## src/inc/uisd_defs.svh

```systemverilog
// register offsets, field positions and reset values for the uart irq/dma control block
`ifndef UISD_DEFS_SVH
`define UISD_DEFS_SVH

// byte offsets of the registers
`define UISD_OFS_MASK        8'h38
`define UISD_OFS_RAW         8'h3c
`define UISD_OFS_MASKED      8'h40
`define UISD_OFS_CLEAR       8'h44
`define UISD_OFS_DMA         8'h48

// pending, mask and clear bit positions (shared layout)
`define UISD_BIT_CTS         1
`define UISD_BIT_RX          4
`define UISD_BIT_TX          5
`define UISD_BIT_RXTO        6
`define UISD_BIT_FRAME       7
`define UISD_BIT_PARITY      8
`define UISD_BIT_BREAK       9
`define UISD_BIT_OVERRUN     10
`define UISD_BIT_FLOWSTOP    11
`define UISD_BIT_TXEMPTY     12

// dma control bit positions
`define UISD_BIT_RXDMA       0
`define UISD_BIT_TXDMA       1
`define UISD_BIT_DMAHALT     3

// reset values
`define UISD_RST_FLAGS       10'h000
`define UISD_RST_MASK        10'h000
`define UISD_RST_DMA         3'h0
`define UISD_RST_RDATA       32'h0000_0000

`endif

```

## src/inc/uisd_pkg.sv

```systemverilog
// types of the uart irq/dma control block
package uisd_pkg;

    // number of interrupt sources
    localparam int UISD_NSRC = 10;

    // compact source vector, index order cts, rx, tx, rxto, frame, parity, break, overrun, flowstop, txempty
    typedef logic [UISD_NSRC-1:0] uisd_src_vec_t;

    // register select decoded from the bus address
    typedef enum logic [2:0] {
        UISD_SEL_NONE   = 3'b000,
        UISD_SEL_MASK   = 3'b001,
        UISD_SEL_RAW    = 3'b010,
        UISD_SEL_MASKED = 3'b011,
        UISD_SEL_CLEAR  = 3'b100,
        UISD_SEL_DMA    = 3'b101
    } uisd_sel_t;

endpackage : uisd_pkg

```

## src/hw/uisd_flag_bank.sv

```systemverilog
// bank of sticky pending flags, set by events and cleared by software
`timescale 1ns/1ps
module uisd_flag_bank #(
    parameter int N = 10
) (
    input  wire logic         i_core_clk,
    input  wire logic         i_rst_b,
    input  wire logic [N-1:0] i_set,
    input  wire logic [N-1:0] i_clr,
    output logic      [N-1:0] o_flags
);

    logic [N-1:0] flags_r;
    logic [N-1:0] flags_nxt;

    // per flag: event set beats a clear in the same cycle
    genvar g;
    generate
        for (g = 0; g < N; g++) begin : g_flag
            assign flags_nxt[g] = i_set[g] | (flags_r[g] & ~i_clr[g]);
        end
    endgenerate

    // flag storage, zero after reset
    always_ff @(posedge i_core_clk) begin
        if (!i_rst_b) begin
            flags_r <= '0;
        end else begin
            flags_r <= flags_nxt;
        end
    end

    assign o_flags = flags_r;

endmodule : uisd_flag_bank

```

## src/hw/uisd_top.sv

```systemverilog
// uart interrupt status, mask, clear and dma request control
`timescale 1ns/1ps
`include "uisd_defs.svh"
module uisd_top
    import uisd_pkg::*;
#(
    parameter int ADDR_W = 8
) (
    input  wire logic              i_core_clk,
    input  wire logic              i_rst_b,
    // register port
    input  wire logic [ADDR_W-1:0] i_addr,
    input  wire logic [31:0]       i_wdata,
    input  wire logic              i_wr_stb,
    input  wire logic              i_rd_stb,
    output logic      [31:0]       o_rdata,
    // one-cycle event pulses from the rest of the port
    input  wire logic              i_cts_evt,
    input  wire logic              i_rx_evt,
    input  wire logic              i_tx_evt,
    input  wire logic              i_rx_timeout_evt,
    input  wire logic              i_framing_err_evt,
    input  wire logic              i_parity_err_evt,
    input  wire logic              i_break_err_evt,
    input  wire logic              i_overrun_err_evt,
    input  wire logic              i_flow_stop_evt,
    input  wire logic              i_tx_queue_empty_evt,
    // dma readiness from the data path
    input  wire logic              i_rx_data_avail,
    input  wire logic              i_tx_space_avail,
    // interrupt and dma requests
    output logic                   o_irq,
    output logic                   o_rx_dma_req,
    output logic                   o_tx_dma_req,
    // masked flags to the rest of the port
    output logic                   o_cts_masked_flag,
    output logic                   o_receive_masked_flag,
    output logic                   o_transmit_masked_flag,
    output logic                   o_rx_timeout_masked_flag,
    output logic                   o_framing_err_masked_flag,
    output logic                   o_parity_err_masked_flag,
    output logic                   o_break_err_masked_flag,
    output logic                   o_overrun_err_masked_flag,
    output logic                   o_flow_stop_masked_flag,
    output logic                   o_tx_queue_empty_masked_flag
);

    // spread a compact source vector onto the 32-bit register layout
    function automatic logic [31:0] uisd_to_reg(input uisd_src_vec_t v);
        logic [31:0] r;
        r = 32'h0000_0000;
        r[`UISD_BIT_CTS]      = v[0];
        r[`UISD_BIT_RX]       = v[1];
        r[`UISD_BIT_TX]       = v[2];
        r[`UISD_BIT_RXTO]     = v[3];
        r[`UISD_BIT_FRAME]    = v[4];
        r[`UISD_BIT_PARITY]   = v[5];
        r[`UISD_BIT_BREAK]    = v[6];
        r[`UISD_BIT_OVERRUN]  = v[7];
        r[`UISD_BIT_FLOWSTOP] = v[8];
        r[`UISD_BIT_TXEMPTY]  = v[9];
        return r;
    endfunction : uisd_to_reg

    // gather the source bits out of a 32-bit register word
    function automatic uisd_src_vec_t uisd_from_reg(input logic [31:0] r);
        uisd_src_vec_t v;
        v    = '0;
        v[0] = r[`UISD_BIT_CTS];
        v[1] = r[`UISD_BIT_RX];
        v[2] = r[`UISD_BIT_TX];
        v[3] = r[`UISD_BIT_RXTO];
        v[4] = r[`UISD_BIT_FRAME];
        v[5] = r[`UISD_BIT_PARITY];
        v[6] = r[`UISD_BIT_BREAK];
        v[7] = r[`UISD_BIT_OVERRUN];
        v[8] = r[`UISD_BIT_FLOWSTOP];
        v[9] = r[`UISD_BIT_TXEMPTY];
        return v;
    endfunction : uisd_from_reg

    uisd_sel_t     sel;
    uisd_src_vec_t evt_vec;
    uisd_src_vec_t raw_flags;
    uisd_src_vec_t masked_flags;
    uisd_src_vec_t mask_r;
    uisd_src_vec_t mask_nxt;
    uisd_src_vec_t clr_vec;
    logic [2:0]    dma_r;
    logic [2:0]    dma_nxt;
    logic [31:0]   rdata_r;
    logic [31:0]   rdata_nxt;
    logic [31:0]   rd_val;
    logic [31:0]   dma_word;
    logic          wr_mask;
    logic          wr_clear;
    logic          wr_dma;
    logic          rx_dma_en;
    logic          tx_dma_en;
    logic          dma_halt_en;
    logic          err_asserted;
    logic          rx_dma_blocked;
    logic [31:0]   mask_word;
    logic [31:0]   raw_word;
    logic [31:0]   masked_word;

    // per-source signals under their field names
    logic          cts_raw_flag;
    logic          receive_raw_flag;
    logic          transmit_raw_flag;
    logic          rx_timeout_raw_flag;
    logic          framing_err_raw_flag;
    logic          parity_err_raw_flag;
    logic          break_err_raw_flag;
    logic          overrun_err_raw_flag;
    logic          flow_stop_raw_flag;
    logic          tx_queue_empty_raw_flag;
    logic          cts_masked_flag;
    logic          receive_masked_flag;
    logic          transmit_masked_flag;
    logic          rx_timeout_masked_flag;
    logic          framing_err_masked_flag;
    logic          parity_err_masked_flag;
    logic          break_err_masked_flag;
    logic          overrun_err_masked_flag;
    logic          flow_stop_masked_flag;
    logic          tx_queue_empty_masked_flag;
    logic          cts_flag_clear;
    logic          receive_flag_clear;
    logic          transmit_flag_clear;
    logic          rx_timeout_flag_clear;
    logic          framing_err_flag_clear;
    logic          parity_err_flag_clear;
    logic          break_err_flag_clear;
    logic          overrun_err_flag_clear;
    logic          flow_stop_flag_clear;
    logic          tx_queue_empty_flag_clear;
    logic          cts_irq_enable_bit;
    logic          receive_irq_enable_bit;
    logic          transmit_irq_enable_bit;
    logic          rx_timeout_irq_enable_bit;
    logic          framing_err_irq_enable_bit;
    logic          parity_err_irq_enable_bit;
    logic          break_err_irq_enable_bit;
    logic          overrun_err_irq_enable_bit;
    logic          flow_stop_irq_enable_bit;
    logic          tx_queue_empty_irq_enable_bit;

    // address decode, unmapped offsets select nothing
    assign sel = (i_addr == `UISD_OFS_MASK)   ? UISD_SEL_MASK   :
                 (i_addr == `UISD_OFS_RAW)    ? UISD_SEL_RAW    :
                 (i_addr == `UISD_OFS_MASKED) ? UISD_SEL_MASKED :
                 (i_addr == `UISD_OFS_CLEAR)  ? UISD_SEL_CLEAR  :
                 (i_addr == `UISD_OFS_DMA)    ? UISD_SEL_DMA    :
                                                UISD_SEL_NONE;

    // write strobes per register; raw and masked have none
    assign wr_mask  = i_wr_stb & (sel == UISD_SEL_MASK);
    assign wr_clear = i_wr_stb & (sel == UISD_SEL_CLEAR);
    assign wr_dma   = i_wr_stb & (sel == UISD_SEL_DMA);

    // event pulses in source order
    assign evt_vec = {i_tx_queue_empty_evt, i_flow_stop_evt, i_overrun_err_evt, i_break_err_evt,
                      i_parity_err_evt, i_framing_err_evt, i_rx_timeout_evt, i_tx_evt,
                      i_rx_evt, i_cts_evt};

    // ones written to the clear register, zeros leave flags alone
    assign cts_flag_clear            = wr_clear & i_wdata[`UISD_BIT_CTS];
    assign receive_flag_clear        = wr_clear & i_wdata[`UISD_BIT_RX];
    assign transmit_flag_clear       = wr_clear & i_wdata[`UISD_BIT_TX];
    assign rx_timeout_flag_clear     = wr_clear & i_wdata[`UISD_BIT_RXTO];
    assign framing_err_flag_clear    = wr_clear & i_wdata[`UISD_BIT_FRAME];
    assign parity_err_flag_clear     = wr_clear & i_wdata[`UISD_BIT_PARITY];
    assign break_err_flag_clear      = wr_clear & i_wdata[`UISD_BIT_BREAK];
    assign overrun_err_flag_clear    = wr_clear & i_wdata[`UISD_BIT_OVERRUN];
    assign flow_stop_flag_clear      = wr_clear & i_wdata[`UISD_BIT_FLOWSTOP];
    assign tx_queue_empty_flag_clear = wr_clear & i_wdata[`UISD_BIT_TXEMPTY];
    assign clr_vec = {tx_queue_empty_flag_clear, flow_stop_flag_clear, overrun_err_flag_clear,
                      break_err_flag_clear, parity_err_flag_clear, framing_err_flag_clear,
                      rx_timeout_flag_clear, transmit_flag_clear, receive_flag_clear, cts_flag_clear};

    // sticky raw pending flags
    uisd_flag_bank #(
        .N (UISD_NSRC)
    ) u_flags (
        .i_core_clk (i_core_clk),
        .i_rst_b    (i_rst_b),
        .i_set      (evt_vec),
        .i_clr      (clr_vec),
        .o_flags    (raw_flags)
    );

    // mask and dma control next values
    assign mask_nxt = wr_mask ? uisd_from_reg(i_wdata) : mask_r;
    assign dma_nxt  = wr_dma ? {i_wdata[`UISD_BIT_DMAHALT], i_wdata[`UISD_BIT_TXDMA], i_wdata[`UISD_BIT_RXDMA]}
                             : dma_r;

    // software-written control registers
    always_ff @(posedge i_core_clk) begin
        if (!i_rst_b) begin
            mask_r <= `UISD_RST_MASK;
            dma_r  <= `UISD_RST_DMA;
        end else begin
            mask_r <= mask_nxt;
            dma_r  <= dma_nxt;
        end
    end

    // mask enable bit per source
    assign cts_irq_enable_bit            = mask_r[0];
    assign receive_irq_enable_bit        = mask_r[1];
    assign transmit_irq_enable_bit       = mask_r[2];
    assign rx_timeout_irq_enable_bit     = mask_r[3];
    assign framing_err_irq_enable_bit    = mask_r[4];
    assign parity_err_irq_enable_bit     = mask_r[5];
    assign break_err_irq_enable_bit      = mask_r[6];
    assign overrun_err_irq_enable_bit    = mask_r[7];
    assign flow_stop_irq_enable_bit      = mask_r[8];
    assign tx_queue_empty_irq_enable_bit = mask_r[9];

    // raw flags under their field names
    assign cts_raw_flag            = raw_flags[0];
    assign receive_raw_flag        = raw_flags[1];
    assign transmit_raw_flag       = raw_flags[2];
    assign rx_timeout_raw_flag     = raw_flags[3];
    assign framing_err_raw_flag    = raw_flags[4];
    assign parity_err_raw_flag     = raw_flags[5];
    assign break_err_raw_flag      = raw_flags[6];
    assign overrun_err_raw_flag    = raw_flags[7];
    assign flow_stop_raw_flag      = raw_flags[8];
    assign tx_queue_empty_raw_flag = raw_flags[9];

    // masked view, same positions as raw
    assign cts_masked_flag            = cts_raw_flag & cts_irq_enable_bit;
    assign receive_masked_flag        = receive_raw_flag & receive_irq_enable_bit;
    assign transmit_masked_flag       = transmit_raw_flag & transmit_irq_enable_bit;
    assign rx_timeout_masked_flag     = rx_timeout_raw_flag & rx_timeout_irq_enable_bit;
    assign framing_err_masked_flag    = framing_err_raw_flag & framing_err_irq_enable_bit;
    assign parity_err_masked_flag     = parity_err_raw_flag & parity_err_irq_enable_bit;
    assign break_err_masked_flag      = break_err_raw_flag & break_err_irq_enable_bit;
    assign overrun_err_masked_flag    = overrun_err_raw_flag & overrun_err_irq_enable_bit;
    assign flow_stop_masked_flag      = flow_stop_raw_flag & flow_stop_irq_enable_bit;
    assign tx_queue_empty_masked_flag = tx_queue_empty_raw_flag & tx_queue_empty_irq_enable_bit;
    assign masked_flags = {tx_queue_empty_masked_flag, flow_stop_masked_flag, overrun_err_masked_flag,
                           break_err_masked_flag, parity_err_masked_flag, framing_err_masked_flag,
                           rx_timeout_masked_flag, transmit_masked_flag, receive_masked_flag,
                           cts_masked_flag};

    // single level interrupt
    assign o_irq = |masked_flags;

    // dma control fields
    assign rx_dma_en   = dma_r[0];
    assign tx_dma_en   = dma_r[1];
    assign dma_halt_en = dma_r[2];
    assign dma_word    = {28'h000_0000, dma_halt_en, 1'b0, tx_dma_en, rx_dma_en};

    // receive dma blocked while a masked error interrupt stands
    assign err_asserted   = framing_err_masked_flag | parity_err_masked_flag | break_err_masked_flag |
                            overrun_err_masked_flag;
    assign rx_dma_blocked = dma_halt_en & err_asserted;

    // dma requests to the controller
    assign o_rx_dma_req = rx_dma_en & i_rx_data_avail & ~rx_dma_blocked;
    assign o_tx_dma_req = tx_dma_en & i_tx_space_avail;

    // register words on the bus layout
    assign mask_word   = uisd_to_reg(mask_r);
    assign raw_word    = uisd_to_reg(raw_flags);
    assign masked_word = uisd_to_reg(masked_flags);

    // read mux; clear register is write-only and reads zero
    assign rd_val = (sel == UISD_SEL_MASK)   ? mask_word   :
                    (sel == UISD_SEL_RAW)    ? raw_word    :
                    (sel == UISD_SEL_MASKED) ? masked_word :
                    (sel == UISD_SEL_DMA)    ? dma_word    :
                                               32'h0000_0000;

    // read data stand only in the cycle after the strobe
    assign rdata_nxt = i_rd_stb ? rd_val : 32'h0000_0000;

    // read data register
    always_ff @(posedge i_core_clk) begin
        if (!i_rst_b) begin
            rdata_r <= `UISD_RST_RDATA;
        end else begin
            rdata_r <= rdata_nxt;
        end
    end

    assign o_rdata = rdata_r;

    // per-source masked flags to the rest of the port
    assign o_cts_masked_flag            = cts_masked_flag;
    assign o_receive_masked_flag        = receive_masked_flag;
    assign o_transmit_masked_flag       = transmit_masked_flag;
    assign o_rx_timeout_masked_flag     = rx_timeout_masked_flag;
    assign o_framing_err_masked_flag    = framing_err_masked_flag;
    assign o_parity_err_masked_flag     = parity_err_masked_flag;
    assign o_break_err_masked_flag      = break_err_masked_flag;
    assign o_overrun_err_masked_flag    = overrun_err_masked_flag;
    assign o_flow_stop_masked_flag      = flow_stop_masked_flag;
    assign o_tx_queue_empty_masked_flag = tx_queue_empty_masked_flag;

endmodule : uisd_top

```

## config.mk

```make
export PLATFORM = sky130hd
export DESIGN_NAME = uisd_top
export DESIGN_NICKNAME = d
export VERILOG_FILES = /design/src/inc/uisd_pkg.sv /design/src/hw/uisd_flag_bank.sv /design/src/hw/uisd_top.sv
export VERILOG_INCLUDE_DIRS = /design/src /design/src/inc
export SDC_FILE = /design/constraint.sdc
export NUM_CORES = 1
export LEC_CHECK = 0
export BUFFER_PORTS_ARGS = -buffer_cell sky130_fd_sc_hd__buf_2
export CAP_MARGIN = 20
export CORE_ASPECT_RATIO = 0.7
export CORE_MARGIN = 1
export CORE_UTILIZATION = 39
export DETAILED_ROUTE_END_ITERATION = 8
export HOLD_SLACK_MARGIN = 0.05
export PLACE_DENSITY_LB_ADDON = 0.25
export SYNTH_ARGS = -nofsm -noshare
export SYNTH_HDL_FRONTEND = slang
export SYNTH_SLANG_ARGS = --single-unit
```

## constraint.sdc

```tcl
create_clock -name i_core_clk -period 1.9 [get_ports i_core_clk]
set_clock_uncertainty 0.05 [all_clocks]
set_input_delay 0.38 -clock i_core_clk [delete_from_list [all_inputs] [get_ports i_core_clk]]
set_output_delay 0.38 -clock i_core_clk [all_outputs]
set_load 0.02 [all_outputs]
```

==> flow_summary.toml <==
[setup_path]
setup.worst_path.class = "reg2out"
end_kind = "primary output"
worstSetupPathDepth = 4
startpoint_type = "register"
crit_family = "simple AND/OR/NAND/NOR gates"
cpMostUsedCell = "or4_4"
path_cells = "and2_4, or4_4, or4_4, buf_6"
rr_worst_depth = 3
r2r_slack_ns = 0.94
crit_fanout = 2
crit_arrival_ns = 1.93
path_buf_inv = 1
cp_data_required_time_ns = 1.47
cpMaxStageDelayCell = "or4_4"
slowest_delay_ns = 0.53

[logic_synthesis]
synth.distinct_cells = 35
ys_seq_area_share_pct = 40.1
ys_warn_count = 0
synth.top_cells.by_area = "dfxtp_1 40%, buf_4 8.6%, mux2i_1 7.4%"
synth_cells = 194
netlist_area_um2 = 1750
synth_area_leader_cell = "dfxtp_1"
syn_avg_cell_area_um2 = 9.02
synth-seq-cells = 35
synth_top_area_share_pct = 40.1

[cells_and_area]
diodes = 0
nets = 335
drive_above_1_share_pct = 39.6
area_growth_pct = 34.8
fin_util_pct = 57.3
multi_input_area_um2 = 923
regArea_um2 = 702
n_fill_cell = 396

[detailed_routing]
viasPerCell = 4.66
wl_per_cell_um = 12.6
num_vias = 1547
detail_route.iter0.violations = 53
firstDrtPassIters = 4
wirelength_um = 4170
route.detailed.drc = 0
ant_nets = 0

[floorplan]
io-pin-count = 101
die_x_um = 82.0
fp-row-count = 19
die_area_um2 = 4760
die_h_um = 58.0
core_um2 = 4110
start_util_pct = 42.5

[worst_hold_path]
hold_depth = 2
hold_path.class = "in2reg"

[power_and_ir_drop]
p_total_mw = 1.53
leakage_nw = 1.17
peakVddDrop_v = 0.000321
p_per_area_nw_per_um2 = 650

[clock_tree]
cts.sinks = 35
clk_path_buf_depth = 2
cts_tree = "built"
numCtsBuffers = 5
insertion_delay_ns = 0.29
holdBufCountCts = 0
cts-root-buf = "clkbuf_8"
h-tree-depth = 2
clk_pin_slew_ns = 0.07

[outcome]
status = "finished, violations left"
violations = "negative setup slack"

[sta]
fin_crit_ns = 2.36
fmax_ghz = 0.424
grt_setup_unrepaired = "yes"
maxSlewViolCount = 0
max-slew-margin-rel_pct = 56.0
setup_tns_ns = -0.691
worst_slack_ns = -0.457
tightest_slew_ns = 0.658
setup_viol = 2
hold_violations = 0
post-route-period-util_pct = 124

[global_routing]
antenna_found_initial = 0
grt_pass1_wl_um = 6330
grt_max_degree = 27
gr-total-overflow = 0
grt_use_total_pct = 18.6
grt_pass1_vias = 1322

[placed_design]
port_buffers = 60
gp_congestion = 0.753
dp_hpwl_um = 3030

[flow_run]
maxCapViolCount = 0
-- cell families (layout without fill, tap and decap cells) --
logic type / Yosys count / count (layout) / synth area share, %
simple gates: 63 / 63 / 22.3
compound gates: 42 / 42 / 16.5
buf+inv: 39 / 106 / 12.8
flops: 35 / 35 / 40.1
mux: 14 / 14 / 8.08
other cells: 1 / 20 / 0.214
-- cell type report --
class,instances,area share [%]
Multi-Input combinational cell,139,39.2
Sequential cell,35,29.8
Timing Repair Buffer,89,22.7
Clock buffer,8,4.24
Tap cell,52,2.76
Inverter,9,1.43
-- report_power, final --
group / switching (mW) / total [mW] / internal [mW] / leakage, nW
Sequential: 0.00810 / 0.757 / 0.749 / 0.285
Clock: 0.269 / 0.600 / 0.331 / 0.0515
Combinational: 0.100 / 0.175 / 0.0748 / 0.830
-- through the flow --
step / setup WS [ns] / area, um2 / cells / hold WS, ns
final: -0.457 / 2360 / 332 / 0.247
after global routing: -0.489 / 2360 / 332 / 0.245
after CTS: -0.464 / 2330 / 331 / 0.240
after detailed placement: -0.173 / 2220 / 323 / 0.424
after global placement: -0.172 / 2220 / 323 / 0.412
after floorplan: -0.0406 / 1830 / 213 / 0.392
-- metal layers --
metal  track usage, %  part of all wire [%]
met1             28.0                    51
met2             23.6                    39
met3             4.41                   7.2
met5                0                     0
met4             10.3                   2.3
-- flip-flops by register name, summed over array words and instances, names as in the netlist --
register,count
o_rdata,12
u_flags.o_flags,10
mask_r,10
dma_r,3
-- cell usage after synthesis --
master / n
dfxtp_1: 35
buf_4: 20
mux2i_1: 13
and2_1: 11
nand2_1: 10
nand3_1: 10
nor2b_1: 10
o21a_1: 10
a21boi_1: 9
a31oi_1: 9
inv_1: 9
o22ai_1: 9
clkbuf_1: 7
nor2_1: 3
nor3_1: 3
a21oi_1: 2
and2_4: 2
and3_1: 2
buf_2: 2
nor3b_1: 2
or4_1: 2
a21boi_2: 1
and4_1: 1
and4b_1: 1
and4bb_2: 1
buf_1: 1
conb_1: 1
mux2_2: 1
nand4b_1: 1
nor4b_2: 1
o211ai_1: 1
o21ai_0: 1
or3b_1: 1
or4_4: 1
or4b_1: 1
-- repair_timing --
item / CTS / global route
hold endpoints to repair: 0 / 0
resized for setup: 4 / 6
pin swaps: 0 / 1
setup buffers: 0 / 2
setup endpoints to repair: 2 / 2
-- cell usage in the layout, fill, tap and decap left out, drive strengths merged, types with 3 or more instances in the layout --
master and n:
o21a 10, or4 3, nand3 10, nor3 3, nand2 10, nor2b 10
a31oi 9, clkbuf 8, nor2 3, a21boi 10, buf 89, dfxtp 35
o22ai 9, and2 13, inv 9, mux2i 13, conb 20
-- final timing paths --
check	start	endpoint
worst max-delay path	mask_r[1]	o_irq
worst min-delay path	i_tx_queue_empty_evt	u_flags.o_flags[9]
worst max register to register	u_flags.o_flags[0]	o_rdata[1]
worst min register to register	dma_r[0]	dma_r[0]
No activity file was read; power rests on OpenSTA's default activity.
